### config.mk
export PLATFORM = sky130hd
export DESIGN_NAME = scp_port
export DESIGN_NICKNAME = d
export VERILOG_FILES = /design/src/rtl/scp_pkg.sv /design/src/rtl/scp_sync.sv /design/src/rtl/scp_fifo2.sv /design/src/rtl/scp_port.sv
export SDC_FILE = /design/constraint.sdc
export NUM_CORES = 1
export LEC_CHECK = 0
export BUFFER_PORTS_ARGS = -buffer_cell sky130_fd_sc_hd__buf_4
export CAP_MARGIN = 20
export CORE_MARGIN = 8
export CORE_UTILIZATION = 57
export DETAILED_ROUTE_END_ITERATION = 16
export PLACE_DENSITY = 0.81
export SYNTH_ARGS = -nofsm -noshare
export SYNTH_HDL_FRONTEND = slang
export SYNTH_SLANG_ARGS = --single-unit
### constraint.sdc
create_clock -name CLOCK_I -period 5.08 [get_ports CLOCK_I]
set_input_delay 0.508 -clock CLOCK_I [delete_from_list [all_inputs] [get_ports CLOCK_I]]
set_output_delay 0.508 -clock CLOCK_I [all_outputs]
set_load 0.01 [all_outputs]
### src/rtl/scp_pkg.sv
// shared constants and helpers for the six-bit character channel port
package scp_pkg;

   // character, address and unit field widths
   localparam int CHAR_W = 6;
   localparam int ADDR_W = 12;
   localparam int UNIT_W = 5;

   // instruction mode codes presented with each issued instruction
   localparam logic [1:0] MODE_BUFFER   = 2'h0;
   localparam logic [1:0] MODE_INTERNAL = 2'h1;
   localparam logic [1:0] MODE_IO       = 2'h2;
   localparam logic [1:0] MODE_SYSTEM   = 2'h3;

   // unit address field inside the buffer-control address word
   localparam int DIR_POS  = 5;
   localparam int UNIT_LSB = 0;

   // computer cycle timing phases T0..T7
   localparam int         PHASE_W     = 3;
   localparam logic [2:0] PHASE_OPEN  = 3'h6;
   localparam logic [2:0] PHASE_CLOSE = 3'h3;

   // positions inside the synchronised pin vector
   localparam int PIN_CHAR  = 0;
   localparam int PIN_PAR   = 6;
   localparam int PIN_CLK   = 7;
   localparam int PIN_HALT  = 8;
   localparam int PIN_RESP  = 9;
   localparam int PIN_INH   = 10;
   localparam int PIN_ERR   = 11;
   localparam int PIN_W     = 12;

   // reset values; control pins read inactive, character clock idle high, character and parity lines low
   localparam logic [CHAR_W-1:0] CHAR_RST = 6'h00;
   localparam logic [ADDR_W-1:0] ADDR_RST = 12'h000;
   localparam logic [UNIT_W-1:0] UNIT_RST = 5'h00;
   localparam logic [PIN_W-1:0]  PIN_RST  = 12'hf80;

   // odd parity bit for a character
   function automatic logic odd_parity(input logic [CHAR_W-1:0] c);
      odd_parity = ~(^c);
   endfunction

endpackage

### src/rtl/scp_sync.sv
// two-flop synchroniser for asynchronous pin levels
`timescale 1ns/100ps
module scp_sync #(
   parameter int                  WIDTH = 12,
   parameter logic [WIDTH-1:0]    RST   = '0
) (
   // clock and reset
   input  wire logic             clk_i,
   input  wire logic             rst_i,
   // levels
   input  wire logic [WIDTH-1:0] async_i,
   output logic      [WIDTH-1:0] sync_o
);

   logic [WIDTH-1:0] meta_ff;
   logic [WIDTH-1:0] sync_ff;

   always_ff @(posedge clk_i)
   begin
      if (rst_i)
      begin
         meta_ff <= RST;
         sync_ff <= RST;
      end
      else
      begin
         meta_ff <= async_i;
         sync_ff <= meta_ff;
      end
   end

   assign sync_o = sync_ff;

endmodule

### src/rtl/scp_fifo2.sv
// two-entry buffer with valid/ready on both sides
`timescale 1ns/100ps
module scp_fifo2 #(
   parameter int WIDTH = 6
) (
   // clock and reset
   input  wire logic             clk_i,
   input  wire logic             rst_i,
   // fill side
   input  wire logic             in_valid_i,
   input  wire logic [WIDTH-1:0] in_data_i,
   output logic                  in_ready_o,
   // drain side
   output logic                  out_valid_o,
   output logic      [WIDTH-1:0] out_data_o,
   input  wire logic             out_ready_i
);

   logic [WIDTH-1:0] mem_ff [2];
   logic             wr_ptr_ff;
   logic             rd_ptr_ff;
   logic [1:0]       count_ff;
   logic             push;
   logic             pop;

   assign in_ready_o  = (count_ff != 2'h2);
   assign out_valid_o = (count_ff != 2'h0);
   assign out_data_o  = mem_ff[rd_ptr_ff];
   assign push        = in_valid_i & in_ready_o;
   assign pop         = out_valid_o & out_ready_i;

   always_ff @(posedge clk_i)
   begin
      if (push)
         mem_ff[wr_ptr_ff] <= in_data_i;
   end

   always_ff @(posedge clk_i)
   begin
      if (rst_i)
      begin
         wr_ptr_ff <= 1'b0;
         rd_ptr_ff <= 1'b0;
         count_ff  <= 2'h0;
      end
      else
      begin
         if (push)
            wr_ptr_ff <= ~wr_ptr_ff;
         if (pop)
            rd_ptr_ff <= ~rd_ptr_ff;
         if (push & ~pop)
            count_ff <= count_ff + 2'h1;
         else if (pop & ~push)
            count_ff <= count_ff - 2'h1;
      end
   end

endmodule

### src/rtl/scp_port.sv
// six-bit character channel port: channel side of the peripheral connector
`timescale 1ns/100ps
module scp_port (
   // clock and reset
   input  wire logic                            CLOCK_I,
   input  wire logic                            RESET_I,
   // instruction issue from the computer
   input  wire logic                            INSTR_VALID_I,
   input  wire logic                            INSTR_IS_SKIP_I,
   input  wire logic [1:0]                      INSTR_MODE_I,
   input  wire logic [scp_pkg::ADDR_W-1:0]      INSTR_ADDR_I,
   output logic                                 SKIP_NEXT_O,
   // outgoing characters from the word side
   input  wire logic                            TX_VALID_I,
   input  wire logic [scp_pkg::CHAR_W-1:0]      TX_CHAR_I,
   output logic                                 TX_READY_O,
   // incoming characters to the word side
   output logic                                 RX_VALID_O,
   output logic      [scp_pkg::CHAR_W-1:0]      RX_CHAR_O,
   input  wire logic                            RX_READY_I,
   // status and error flags
   output logic                                 ACTIVE_O,
   output logic                                 PERIPH_ERROR_O,
   output logic                                 PARITY_ERROR_O,
   output logic                                 OVERRUN_ERROR_O,
   input  wire logic                            CLEAR_ERRORS_I,
   // peripheral connector inputs
   input  wire logic [scp_pkg::CHAR_W-1:0]      INPUT_CHAR_LINES_N_I,
   input  wire logic                            INPUT_PARITY_I,
   input  wire logic                            CHAR_CLOCK_I,
   input  wire logic                            HALT_N_I,
   input  wire logic                            SKIP_RESPONSE_N_I,
   input  wire logic                            PARITY_INHIBIT_N_I,
   input  wire logic                            ERROR_N_I,
   // peripheral connector outputs
   output logic                                 BUFFER_CTRL_STROBE_O,
   output logic                                 IO_MODE_STROBE_O,
   output logic                                 HALT_INTERLOCK_O,
   output logic                                 TRANSFER_PENDING_O,
   output logic                                 CLOCK_SEEN_O,
   output logic                                 CYCLE_PHASE_WINDOW_O,
   output logic                                 TRANSFER_DIRECTION_O,
   output logic      [scp_pkg::UNIT_W-1:0]      UNIT_SELECT_LINES_O,
   output logic      [scp_pkg::CHAR_W-1:0]      OUTPUT_CHAR_LINES_O,
   output logic                                 OUTPUT_PARITY_O,
   output logic      [scp_pkg::ADDR_W-1:0]      INSTRUCTION_ADDRESS_LINES_O
);

   typedef enum logic {PROC_IDLE, PROC_RUN} scp_proc_type;

   // synchronised pins
   logic [scp_pkg::PIN_W-1:0]  pins_async;
   logic [scp_pkg::PIN_W-1:0]  pins_sync;
   logic [scp_pkg::CHAR_W-1:0] s_char_n;
   logic                       s_par;
   logic                       s_clk;
   logic                       s_halt_n;
   logic                       s_resp_n;
   logic                       s_inh_n;
   logic                       s_err_n;

   // process state
   scp_proc_type               proc_ff;
   logic                       clk_prev_ff;
   logic                       clock_seen_ff;
   logic                       transfer_pending_ff;
   logic                       halt_interlock_ff;
   logic                       direction_ff;
   logic [scp_pkg::UNIT_W-1:0] unit_ff;
   logic [scp_pkg::CHAR_W-1:0] char_ff;
   logic                       out_par_ff;
   logic [scp_pkg::ADDR_W-1:0] addr_ff;
   logic [scp_pkg::PHASE_W-1:0] phase_ff;
   logic                       phase_win_ff;
   logic                       buc_ff;
   logic                       ioc_ff;
   logic                       skip_ff;
   logic                       periph_err_ff;
   logic                       parity_err_ff;
   logic                       overrun_ff;

   // decoded events
   logic                       running;
   logic                       clk_rise;
   logic                       accept;
   logic                       overrun_evt;
   logic                       halt_req;
   logic                       start;
   logic                       energize_output_instr;
   logic                       in_char_parity_bad;
   logic [scp_pkg::CHAR_W-1:0] in_char;
   logic                       move_in;
   logic                       move_out;

   // buffer wiring
   logic                       rx_in_ready;
   logic                       tx_out_valid;
   logic [scp_pkg::CHAR_W-1:0] tx_out_data;

   // all pin levels enter through one synchroniser
   assign pins_async = {ERROR_N_I,
                        PARITY_INHIBIT_N_I,
                        SKIP_RESPONSE_N_I,
                        HALT_N_I,
                        CHAR_CLOCK_I,
                        INPUT_PARITY_I,
                        INPUT_CHAR_LINES_N_I};

   scp_sync #(
      .WIDTH (scp_pkg::PIN_W),
      .RST   (scp_pkg::PIN_RST)
   ) u_sync (
      .clk_i   (CLOCK_I),
      .rst_i   (RESET_I),
      .async_i (pins_async),
      .sync_o  (pins_sync)
   );

   assign s_char_n = pins_sync[scp_pkg::PIN_CHAR +: scp_pkg::CHAR_W];
   assign s_par    = pins_sync[scp_pkg::PIN_PAR];
   assign s_clk    = pins_sync[scp_pkg::PIN_CLK];
   assign s_halt_n = pins_sync[scp_pkg::PIN_HALT];
   assign s_resp_n = pins_sync[scp_pkg::PIN_RESP];
   assign s_inh_n  = pins_sync[scp_pkg::PIN_INH];
   assign s_err_n  = pins_sync[scp_pkg::PIN_ERR];

   // ground-true lines; bit 0 is the sixth line
   assign in_char = ~s_char_n;

   // instruction decode
   assign energize_output_instr   = INSTR_VALID_I & ~INSTR_IS_SKIP_I;
   assign start = energize_output_instr & (INSTR_MODE_I == scp_pkg::MODE_BUFFER);

   // character clock edge and process events
   assign running     = (proc_ff == PROC_RUN);
   assign clk_rise    = s_clk & ~clk_prev_ff;
   assign accept      = clk_rise & running & ~clock_seen_ff & ~transfer_pending_ff;
   assign overrun_evt = clk_rise & running & (clock_seen_ff | transfer_pending_ff);
   assign halt_req    = ~s_halt_n & running;
   assign in_char_parity_bad = (s_par != scp_pkg::odd_parity(in_char));

   // moves between character register and the word-side buffers
   assign move_in  = transfer_pending_ff & ~direction_ff & rx_in_ready;
   assign move_out = transfer_pending_ff & direction_ff & running & tx_out_valid;

   always_ff @(posedge CLOCK_I)
   begin
      if (RESET_I)
         clk_prev_ff <= scp_pkg::PIN_RST[scp_pkg::PIN_CLK];
      else
         clk_prev_ff <= s_clk;
   end

   // process run state: started by buffer control, ended by halt
   always_ff @(posedge CLOCK_I)
   begin
      if (RESET_I)
         proc_ff <= PROC_IDLE;
      else
      begin
         unique case (proc_ff)
            PROC_IDLE:
               if (start)
                  proc_ff <= PROC_RUN;
            PROC_RUN:
               if (start)
                  proc_ff <= PROC_RUN;
               else if (halt_req)
                  proc_ff <= PROC_IDLE;
         endcase
      end
   end

   // unit address register
   always_ff @(posedge CLOCK_I)
   begin
      if (RESET_I)
      begin
         direction_ff <= 1'b0;
         unit_ff      <= scp_pkg::UNIT_RST;
      end
      else if (start)
      begin
         direction_ff <= INSTR_ADDR_I[scp_pkg::DIR_POS];
         unit_ff      <= INSTR_ADDR_I[scp_pkg::UNIT_LSB +: scp_pkg::UNIT_W];
      end
   end

   // clock seen: one cycle per accepted clock, then hands over to pending
   always_ff @(posedge CLOCK_I)
   begin
      if (RESET_I)
         clock_seen_ff <= 1'b0;
      else if (start)
         clock_seen_ff <= 1'b0;
      else if (accept)
         clock_seen_ff <= 1'b1;
      else
         clock_seen_ff <= 1'b0;
   end

   // transfer pending: output starts needing a character
   always_ff @(posedge CLOCK_I)
   begin
      if (RESET_I)
         transfer_pending_ff <= 1'b0;
      else if (start)
         transfer_pending_ff <= INSTR_ADDR_I[scp_pkg::DIR_POS];
      else if (clock_seen_ff)
         transfer_pending_ff <= 1'b1;
      else if (move_in | move_out)
         transfer_pending_ff <= 1'b0;
   end

   // halt interlock
   always_ff @(posedge CLOCK_I)
   begin
      if (RESET_I)
         halt_interlock_ff <= 1'b0;
      else if (start)
         halt_interlock_ff <= 1'b0;
      else if (accept & ~direction_ff)
         halt_interlock_ff <= 1'b1;
      else if (halt_req & direction_ff)
         halt_interlock_ff <= 1'b1;
   end

   // character register and its parity
   always_ff @(posedge CLOCK_I)
   begin
      if (RESET_I)
      begin
         char_ff    <= scp_pkg::CHAR_RST;
         out_par_ff <= scp_pkg::odd_parity(scp_pkg::CHAR_RST);
      end
      else if (accept & ~direction_ff)
      begin
         char_ff    <= in_char;
         out_par_ff <= scp_pkg::odd_parity(in_char);
      end
      else if (move_out)
      begin
         char_ff    <= tx_out_data;
         out_par_ff <= scp_pkg::odd_parity(tx_out_data);
      end
   end

   // sticky errors; a new event wins over the clear
   always_ff @(posedge CLOCK_I)
   begin
      if (RESET_I)
         periph_err_ff <= 1'b0;
      else if (~s_err_n)
         periph_err_ff <= 1'b1;
      else if (CLEAR_ERRORS_I)
         periph_err_ff <= 1'b0;
   end

   always_ff @(posedge CLOCK_I)
   begin
      if (RESET_I)
         parity_err_ff <= 1'b0;
      else if (accept & ~direction_ff & s_inh_n & in_char_parity_bad)
         parity_err_ff <= 1'b1;
      else if (CLEAR_ERRORS_I)
         parity_err_ff <= 1'b0;
   end

   always_ff @(posedge CLOCK_I)
   begin
      if (RESET_I)
         overrun_ff <= 1'b0;
      else if (overrun_evt)
         overrun_ff <= 1'b1;
      else if (CLEAR_ERRORS_I)
         overrun_ff <= 1'b0;
   end

   // instruction strobes, address lines and skip answer
   always_ff @(posedge CLOCK_I)
   begin
      if (RESET_I)
      begin
         buc_ff  <= 1'b0;
         ioc_ff  <= 1'b0;
         skip_ff <= 1'b0;
      end
      else
      begin
         buc_ff  <= start;
         ioc_ff  <= energize_output_instr & (INSTR_MODE_I == scp_pkg::MODE_IO);
         skip_ff <= INSTR_VALID_I & INSTR_IS_SKIP_I & ~s_resp_n;
      end
   end

   always_ff @(posedge CLOCK_I)
   begin
      if (RESET_I)
         addr_ff <= scp_pkg::ADDR_RST;
      else if (INSTR_VALID_I)
         addr_ff <= INSTR_ADDR_I;
   end

   // computer cycle phase counter and T6..T3 window
   always_ff @(posedge CLOCK_I)
   begin
      if (RESET_I)
      begin
         phase_ff     <= '0;
         phase_win_ff <= 1'b0;
      end
      else
      begin
         phase_ff     <= phase_ff + 3'h1;
         phase_win_ff <= ((phase_ff + 3'h1) >= scp_pkg::PHASE_OPEN) ||
                         ((phase_ff + 3'h1) <= scp_pkg::PHASE_CLOSE);
      end
   end

   // received characters wait here when the word side stalls
   scp_fifo2 #(
      .WIDTH (scp_pkg::CHAR_W)
   ) u_rx_buf (
      .clk_i       (CLOCK_I),
      .rst_i       (RESET_I),
      .in_valid_i  (transfer_pending_ff & ~direction_ff),
      .in_data_i   (char_ff),
      .in_ready_o  (rx_in_ready),
      .out_valid_o (RX_VALID_O),
      .out_data_o  (RX_CHAR_O),
      .out_ready_i (RX_READY_I)
   );

   // characters to send wait here until the peripheral asks
   scp_fifo2 #(
      .WIDTH (scp_pkg::CHAR_W)
   ) u_tx_buf (
      .clk_i       (CLOCK_I),
      .rst_i       (RESET_I),
      .in_valid_i  (TX_VALID_I),
      .in_data_i   (TX_CHAR_I),
      .in_ready_o  (TX_READY_O),
      .out_valid_o (tx_out_valid),
      .out_data_o  (tx_out_data),
      .out_ready_i (transfer_pending_ff & direction_ff & running)
   );

   // outputs
   assign SKIP_NEXT_O                 = skip_ff;
   assign ACTIVE_O                    = running;
   assign PERIPH_ERROR_O              = periph_err_ff;
   assign PARITY_ERROR_O              = parity_err_ff;
   assign OVERRUN_ERROR_O             = overrun_ff;
   assign BUFFER_CTRL_STROBE_O        = buc_ff;
   assign IO_MODE_STROBE_O            = ioc_ff;
   assign HALT_INTERLOCK_O            = halt_interlock_ff;
   assign TRANSFER_PENDING_O          = transfer_pending_ff;
   assign CLOCK_SEEN_O                = clock_seen_ff;
   assign CYCLE_PHASE_WINDOW_O        = phase_win_ff;
   assign TRANSFER_DIRECTION_O        = direction_ff;
   assign UNIT_SELECT_LINES_O         = unit_ff;
   assign OUTPUT_CHAR_LINES_O         = char_ff;
   assign OUTPUT_PARITY_O             = out_par_ff;
   assign INSTRUCTION_ADDRESS_LINES_O = addr_ff;

endmodule

==> impl_metrics.env, run 1 <==
export IMPL_yosys_warnings=0
export IMPL_seq_area_frac_synth_pct=61.4
export IMPL_multi_input_area_um2=1300
export IMPL_drive_gt1_share_pct=34.7
export IMPL_rsz0062_at_grt="no"
export IMPL_crit_required_ns=4.57
export IMPL_min_period_ns=1.82
export IMPL_synthTopCellsByArea="dfxtp_1 (41%), edfxtp_1 (20%), mux2i_1 (5.3%)"
export IMPL_max_freq_mhz=549
export IMPL_htreeDepth=3
export IMPL_synth_enable_flop_cells=24
export IMPL_wl_um=6720
export IMPL_finalSetupViolCount=0
export IMPL_vias=2272
export IMPL_grt_usage_pct=15.6
export IMPL_synthToLayoutAreaGrowth_pct=23.5
export IMPL_dpl_cell_area_um2=4240
export IMPL_clockBufferDepth=2
export IMPL_yosys_area_top_type_share_pct=41.3
export IMPL_ir_drop_uv=246
export IMPL_slew_violations=0
export IMPL_synth_ff_type="dfxtp_1"
export IMPL_slew_headroom_pct=56.1
export IMPL_path_clk_slew_ns=0.09
export IMPL_port_buffer_count=82
export IMPL_hold_viol=0
export IMPL_cts_resized=0
export IMPL_register_area_um2=2200
export IMPL_cap_viol_max_count=0
export IMPL_grt_pass1_wl_um=10900
export IMPL_die_y_um=95.3
export IMPL_cp_slowest_cell="dfxtp_1"
export IMPL_skew_ns=0.00966
export IMPL_tightest_slew_ns=0.658
export IMPL_setup_tns_ns=0
export IMPL_die_w_um=95.3
export IMPL_rrSetupSlack_ns=3.39
export IMPL_hpwl_um=5010
export IMPL_antenna_found_initial=0
export IMPL_fp_dieArea_um2=9080
export IMPL_synthArstFlopShare_pct=0
export IMPL_drc=0
export IMPL_cp_cell_sequence="mux2_2 -> buf_4"
export IMPL_cts_tree="built"
export IMPL_grt_max_degree=70
export IMPL_viasPerCell=5.03
export IMPL_cts_setup_buffers=0
export IMPL_crit_buf_inv=1
export IMPL_cellLeakagePower_nw=1.95
export IMPL_yosys_top_cells_count="dfxtp_1 (74), nor2_1 (36), edfxtp_1 (24)"
export IMPL_synth_area_per_cell_um2=12.5
export IMPL_root_buffer="clkbuf_8"
export IMPL_cp_slowest_stage_delay_ns=0.46
export IMPL_synth_cell_types=42
export IMPL_cts_sinks=98
export IMPL_ant_nets=0
export IMPL_synth_nets=332
export IMPL_syn_area_um2=3590
export IMPL_endpoint_kind="output port"
export IMPL_syn_inst=288
export IMPL_synth_seq_cells=98
export IMPL_start_kind="register"
export IMPL_cts_buffers_inserted=9
export IMPL_synth_top_area_cell="dfxtp_1"
export IMPL_wl_per_cell_um=14.9
export IMPL_grt_pass1_vias=2304
export IMPL_start_util_pct=57.8
export IMPL_layout_worst_path_cycle_share_pct=35.9
export IMPL_outcome="finished clean"
export IMPL_cts_hold_buf=0
export IMPL_core_area_um2=6200
export IMPL_crit_type="reg2out"
export IMPL_powerDensity_nw_per_um2=351
export IMPL_yosysMostFrequentCell="dfxtp_1"
export IMPL_crit_arrival_ns=1.31
export IMPL_drtPass1Iterations=4
export IMPL_hp_class="in2reg"
export IMPL_io_pins=83
export IMPL_globalRouteOverflowTotal=0
export IMPL_place_congestion=0.757
export IMPL_diodes=0
export IMPL_path_max_fanout=6
export IMPL_drtIter0Drc=115
export IMPL_design_area_um2=4430
export IMPL_path_delay_family="flip-flops"
export IMPL_rows=29
export IMPL_clock_latency_ns=0.35
export IMPL_n_fill_cell=458
export IMPL_finish_net_count=414
## logic make-up after synthesis
group | after synthesis | synth area share, %
AO/OA/AOI/OAI | 23 | 4.78
XOR/XNOR | 18 | 5.37
adder cells (fa/ha/maj) | 5 | 1.74
buffers and inverters | 18 | 2.44
flip-flops | 98 | 61.4
multiplexers | 37 | 11.2
AND/OR/NAND/NOR | 89 | 13.1
## state kept, by name (all words and copies together) (netlist names), 2 cells and up, named ones only
name	cells
u_rx_buf.count_ff	2
u_tx_buf.count_ff	2
u_rx_buf.mem_ff	12
u_sync.meta_ff	12
u_sync.sync_o	12
OUTPUT_CHAR_LINES_O	6
u_tx_buf.mem_ff	12
UNIT_SELECT_LINES_O	5
phase_ff	3
INSTRUCTION_ADDRESS_LINES_O	12
## metrics by stage
stage               hold WS (ns)  util (%)  worst slack (ns)  power [mW]  cells
floorplan                  0.374         -              3.38        1.01    288
finish                     0.335      71.4              3.26        1.56    452
global placement           0.388      68.3              3.27        1.09    436
global route               0.321      71.4              3.16        1.63    452
CTS                        0.324      71.4              3.22        1.57    452
detailed placement         0.381      68.3              3.23        1.10    436
## placed cells by master (no fill, tap or decap), types with 5 or more instances in the layout
cell	Yosys	final
a22o_1	7	7
buf_4	1	83
xor2_1	11	11
mux2_2	16	16
inv_1	6	6
ha_1	5	5
or2_2	12	12
nor2b_1	14	14
edfxtp_1	24	24
nand2b_1	5	5
nor2_1	36	36
clkbuf_8	0	10
mux2i_1	19	19
nand2_1	5	5
dfxtp_1	74	74
## power breakdown
| group | switching, mW | internal, mW | total, mW |
|---|---|---|---|
| Clock | 0.240 | 0.240 | 0.480 |
| Combinational | 0.0910 | 0.114 | 0.205 |
| Sequential | 0.0281 | 0.843 | 0.871 |
## per-layer routing
layer / part of all wire [%] / vias to the layer above / GRT usage, %
met5: 0 / - / 0
met4: 2.7 / 0 / 8.45
met3: 5.3 / 15 / 5.04
met2: 49 / 48 / 24.1
met1: 43 / 1065 / 19.1
li1: - / 1144 / -
## area by class of cell
type	instances	area share, %
sequential	98	49.7
multi-input combinational	172	29.3
timing repair buffer	83	14.1
clock buffer	13	3.36
tap	77	2.18
clock inverter	3	0.904
inverter	6	0.508
## worst paths after layout
path | from | endpoint | depth (start not counted)
setup / recovery | register | RX_CHAR_O[0] | 2
hold / removal | PARITY_INHIBIT_N_I | u_sync.meta_ff[10] | 2
setup reg to reg | u_rx_buf.count_ff[0] | u_rx_buf.count_ff[1] | 6
hold reg to reg | u_sync.sync_o[9] | SKIP_NEXT_O | 1
Power figures use the tool's default switching activity.
==> run 2: changes to the inputs <==
CORE_UTILIZATION = 53   (was 57)
PLACE_DENSITY = 0.76   (was 0.81)
clock period = 1.7 ns   (was 5.08 ns; I/O delays follow)
==> run 2 against run 1 <==
Clock-buffer cell count down 1. Clock power rose to 2.9 times the previous value. Critical path type is now reg2reg. Global-route usage down 1.5 points. Sequential share of layout area down 2.1 points.
==> impl_metrics.env, run 2 (synthesized netlist as in run 1, its figures left out) <==
export IMPL_drtIter0Drc=75
export IMPL_fp_dieArea_um2=9650
export IMPL_htreeDepth=3
export IMPL_clockBufferDepth=2
export IMPL_register_area_um2=2200
export IMPL_mostFrequentLayoutCells="buf_4 (90), dfxtp_1 (73), nor2_1 (36)"
export IMPL_die_y_um=98.3
export IMPL_core_area_um2=6680
export IMPL_mostFrequentLayoutCell="buf_4"
export IMPL_outcome="finished clean"
export IMPL_antenna_found_initial=0
export IMPL_seqPwrFrac_pct=55.7
export IMPL_rows=30
export IMPL_hold_viol=0
export IMPL_layout_worst_path_cycle_share_pct=93.4
export IMPL_path_clk_slew_ns=0.09
export IMPL_rrSetupSlack_ns=0.11
export IMPL_die_w_um=98.3
export IMPL_synthToLayoutAreaGrowth_pct=29.1
export IMPL_diodes=0
export IMPL_endpoint_kind="register"
export IMPL_cp_slowest_cell="or3_1"
export IMPL_grt_pass1_vias=2233
export IMPL_grt_max_degree=52
export IMPL_cp_slowest_stage_delay_ns=0.37
export IMPL_tightest_slew_ns=0.560
export IMPL_slew_headroom_pct=62.5
export IMPL_crit_buf_inv=1
export IMPL_p_sw_mw=1.11
export IMPL_ir_drop_uv=710
export IMPL_io_pins=83
export IMPL_path_delay_family="simple AND/OR/NAND/NOR gates"
export IMPL_whs_endpoint="u_sync.meta_ff[2]"
export IMPL_hold_path_cell_count=2
export IMPL_drc=0
export IMPL_wl_um=6890
export IMPL_vias=2307
export IMPL_start_util_pct=53.7
export IMPL_crit_required_ns=1.98
export IMPL_hold_ws_ns=0.0286
export IMPL_cellLeakagePower_nw=2.03
export IMPL_finish_net_count=433
export IMPL_power_mw=4.67
export IMPL_drive_gt1_share_pct=36.4
export IMPL_rr_startpoint="u_tx_buf.count_ff[0]"
export IMPL_cp_cell_sequence="nand2b_1 -> nand2_2 -> inv_1 -> ha_1 -> or3_1 -> a21oi_1"
export IMPL_crit_arrival_ns=1.87
export IMPL_min_period_ns=1.59
export IMPL_slew_violations=0
export IMPL_multi_input_area_um2=1320
export IMPL_hpwl_um=5050
export IMPL_cts_buffers_inserted=9
export IMPL_hp_class="in2reg"
export IMPL_finalSetupViolCount=0
export IMPL_ant_nets=0
export IMPL_reg2regPathDepth=6
export IMPL_wl_per_cell_um=14.6
export IMPL_cts_sinks=98
export IMPL_clock_latency_ns=0.35
export IMPL_grt_usage_pct=14.1
export IMPL_p_comb_share_pct=14.3
export IMPL_swShare_pct=23.9
export IMPL_viasPerCell=4.88
export IMPL_root_buffer="clkbuf_8"
export IMPL_grt_pass1_wl_um=10800
export IMPL_path_max_fanout=4
export IMPL_n_fill_cell=528
export IMPL_r2r_end="u_tx_buf.count_ff[1]"
export IMPL_crit_type="reg2reg"
export IMPL_cts_tree="built"
export IMPL_hp_start="INPUT_CHAR_LINES_N_I[2]"
export IMPL_globalRouteOverflowTotal=0
export IMPL_internal_power_mw=3.56
export IMPL_port_buffer_count=82
export IMPL_drtPass1Iterations=4
export IMPL_power_clock_fraction_pct=30.0
export IMPL_skew_ns=0.00969
export IMPL_place_congestion=0.788
export IMPL_max_freq_mhz=630
export IMPL_start_kind="register"
export IMPL_powerDensity_nw_per_um2=1010
export IMPL_cap_viol_max_count=0
==> run 2: power groups by stage <==
stage               Combinational, mW  Sequential (mW)  Clock [mW]
finish                          0.668             2.61        1.40
global route                    0.734             2.62        1.53
CTS                             0.647             2.60        1.43
detailed placement              0.626             2.66           0
global placement                0.610             2.65           0
floorplan                       0.383             2.64           0
==> run 2: final cells by class <==
class | count | share of cell area (%)
clock buffers | 12 | 3.60
clock inverters | 3 | 0.433
inverters | 6 | 0.487
multi-input cells | 172 | 28.5
flip-flops and latches | 98 | 47.6
well taps | 80 | 2.16
repair buffers | 102 | 17.2
==> run 2: metal layers <==
metal	GRT usage, %	vias up	wire, µm
li1	-	1181	-
met1	16.9	1078	3180
met2	22.1	40	3360
met3	5.12	8	257
met4	6.73	0	100
met5	0	-	0
==> run 2: worst max path at each step <==
stage / startpoint / endpoint / slack [ns] / cells past startpoint
global route: u_tx_buf.count_ff[0] / u_tx_buf.count_ff[1] / -0.008 / 6
finish: u_tx_buf.count_ff[0] / u_tx_buf.count_ff[1] / 0.11 / 6
detailed placement: u_rx_buf.count_ff[0] / u_rx_buf.count_ff[1] / 0.11 / 6
CTS: u_rx_buf.count_ff[0] / u_rx_buf.count_ff[1] / 0.09 / 6
global placement: u_rx_buf.count_ff[0] / u_rx_buf.count_ff[1] / 0.13 / 6
floorplan: TRANSFER_PENDING_O / u_tx_buf.count_ff[1] / 0.004 / 5
==> run 2: per-stage QoR <==
step           worst slack [ns]  setup TNS [ns]  utilization [%]  instances  instance area (µm²)
2_1_floorplan           0.00429               0                -        288                 3590
3_3_place_gp              0.131               0             64.2        445                 4290
3_5_place_dp              0.106               0             64.2        445                 4290
4_1_cts                  0.0864               0             68.6        471                 4590
5_1_grt                -0.00775        -0.00775             69.3        473                 4630
6_report                  0.112               0             69.3        473                 4630
==> run 2: repair_timing <==
action | in CTS | in global routing
resized for setup | 0 | 5
hold endpoints to repair | 17 | 1
setup buffers | 0 | 1
hold buffers | 11 | 1
endpoints found under the setup margin | 0 | 2
==> run 3: changes to the inputs <==
CORE_UTILIZATION = 55   (was 53)
CTS_BUF_LIST = sky130_fd_sc_hd__clkbuf_2 sky130_fd_sc_hd__clkbuf_4 sky130_fd_sc_hd__clkbuf_8   (was not set)
PLACE_DENSITY = 0.78   (was 0.76)
==> run 3 against run 2 <==
First-iteration DRC count is 28% higher. Via count increased by 1.0%. Critical path type unchanged. Power increased by 4.3%. Global-route usage rose by 0.82 points. Flip-flop and latch count unchanged.
==> impl_metrics.env, run 3 (synthesized netlist as in run 1, its figures left out) <==
export IMPL_finalSetupViolCount=0
export IMPL_clock_latency_ns=0.35
export IMPL_path_max_fanout=4
export IMPL_grt_max_degree=53
export IMPL_grt_pass1_vias=2428
export IMPL_cp_slowest_cell="or3_1"
export IMPL_synthToLayoutAreaGrowth_pct=28.8
export IMPL_rsz0062_at_grt="no"
export IMPL_power_mw=4.88
export IMPL_core_area_um2=6310
export IMPL_diodes=0
export IMPL_start_kind="register"
export IMPL_hold_ws_ns=0.0126
export IMPL_wl_per_cell_um=15.2
export IMPL_die_y_um=96.7
export IMPL_mostFrequentLayoutCell="buf_4"
export IMPL_grt_usage_pct=15.0
export IMPL_drtPass1Iterations=4
export IMPL_layout_worst_path_cycle_share_pct=94.1
export IMPL_skew_ns=0.0123
export IMPL_rrSetupSlack_ns=0.10
export IMPL_cts_buffers_inserted=9
export IMPL_hold_viol=0
export IMPL_dpl_cell_area_um2=4280
export IMPL_rows=29
export IMPL_outcome="finished clean"
export IMPL_ir_drop_uv=623
export IMPL_dp_cells=441
export IMPL_finish_net_count=430
export IMPL_drive_gt1_share_pct=36.1
export IMPL_endpoint_kind="register"
export IMPL_drc=0
export IMPL_vias=2330
export IMPL_cts_tree="built"
export IMPL_hp_class="in2reg"
export IMPL_drtIter0Drc=96
export IMPL_viasPerCell=4.98
export IMPL_port_buffer_count=82
export IMPL_multi_input_area_um2=1310
export IMPL_path_clk_slew_ns=0.08
export IMPL_fp_dieArea_um2=9360
export IMPL_hpwl_um=5150
export IMPL_powerDensity_nw_per_um2=1060
export IMPL_slew_headroom_pct=63.9
export IMPL_cts_sinks=98
export IMPL_slew_violations=0
export IMPL_ant_nets=0
export IMPL_n_fill_cell=471
export IMPL_fin_cells=468
export IMPL_antenna_found_initial=0
export IMPL_crit_type="reg2reg"
export IMPL_crit_arrival_ns=1.87
export IMPL_clockBufferDepth=2
export IMPL_cellLeakagePower_nw=2.04
export IMPL_register_area_um2=2200
export IMPL_min_period_ns=1.60
export IMPL_root_buffer="clkbuf_8"
export IMPL_die_w_um=96.7
export IMPL_max_freq_mhz=625
export IMPL_wl_um=7130
export IMPL_start_util_pct=56.8
export IMPL_mostFrequentLayoutCells="buf_4 (89), dfxtp_1 (74), nor2_1 (36)"
export IMPL_design_area_um2=4620
export IMPL_path_delay_family="simple AND/OR/NAND/NOR gates"
export IMPL_crit_required_ns=1.97
export IMPL_io_pins=83
export IMPL_cp_cell_sequence="or2_2 -> nand2_1 -> ha_4 -> or3_1 -> a21oi_1"
export IMPL_grt_pass1_wl_um=11500
export IMPL_crit_buf_inv=0
export IMPL_place_congestion=0.788
export IMPL_htreeDepth=3
export IMPL_tightest_slew_ns=0.539
export IMPL_setup_tns_ns=0
export IMPL_cp_slowest_stage_delay_ns=0.36
export IMPL_globalRouteOverflowTotal=0
export IMPL_cap_viol_max_count=0
==> run 3: changes by cell type in the layout (fill, tap and decap cells not counted), moves of 2 or more <==
| cell | before | now |
|---|---|---|
| clkbuf_4 | 0 | 4 |
| dlygate4sd3_1 | 12 | 10 |
| inv_4 | 2 | 0 |
| bufinv_16 | 0 | 2 |
==> run 3: path summary, 6_finish.rpt <==
path | start | end | cells past startpoint
setup / recovery | u_rx_buf.count_ff[0] | u_rx_buf.count_ff[1] | 5
hold / removal | CHAR_CLOCK_I | u_sync.meta_ff[7] | 2
setup reg to reg | u_rx_buf.count_ff[0] | u_rx_buf.count_ff[1] | 5
hold reg to reg | u_sync.sync_o[9] | SKIP_NEXT_O | 1
==> run 3: stage by stage <==
step	worst slack (ns)	util, %
after CTS	0.0629	72.5
final	0.101	73.1
after global routing	0.0123	73.1
after global placement	0.132	67.8
after floorplan	0.00429	-
after detailed placement	0.0838	67.8
==> run 3: cell type report <==
class	count	share of cell area, %
well taps	77	2.09
clock buffers	13	3.33
clock inverters	3	1.41
multi-input cells	172	28.3
flip-flops and latches	98	47.7
repair buffers	99	16.6
inverters	6	0.488
==> run 3: worst reg2reg max path, delay by kind of cell (launching register included) <==
family,cells,cell delay (ns)
flip-flops,1,0.35
AND/OR/NAND/NOR,3,0.82
adder cells (fa/ha/maj),1,0.22
AO/OA/AOI/OAI,1,0.14
==> run 3: power by group <==
group / total, mW / internal [mW] / switching, mW
Sequential: 2.60 / 2.52 / 0.0867
Combinational: 0.650 / 0.369 / 0.282
Clock: 1.62 / 0.895 / 0.727
Total: 4.88 / 3.78 / 1.10
==> run 3: what timing repair did <==
| action | CTS | global route |
|---|---|---|
| endpoints found under the hold margin | 12 | 3 |
| gates resized for setup | 0 | 2 |
| buffers inserted | 0 | 1 |
| setup endpoints to repair | 0 | 1 |
| hold buffers | 8 | 2 |
==> run 3: metal layers <==
metal	routed length, µm	vias up	track usage (%)
met1	3180	1100	17.2
li1	-	1175	-
met5	0	-	0
met2	3570	43	25.7
met3	252	12	4.27
met4	123	0	5.56
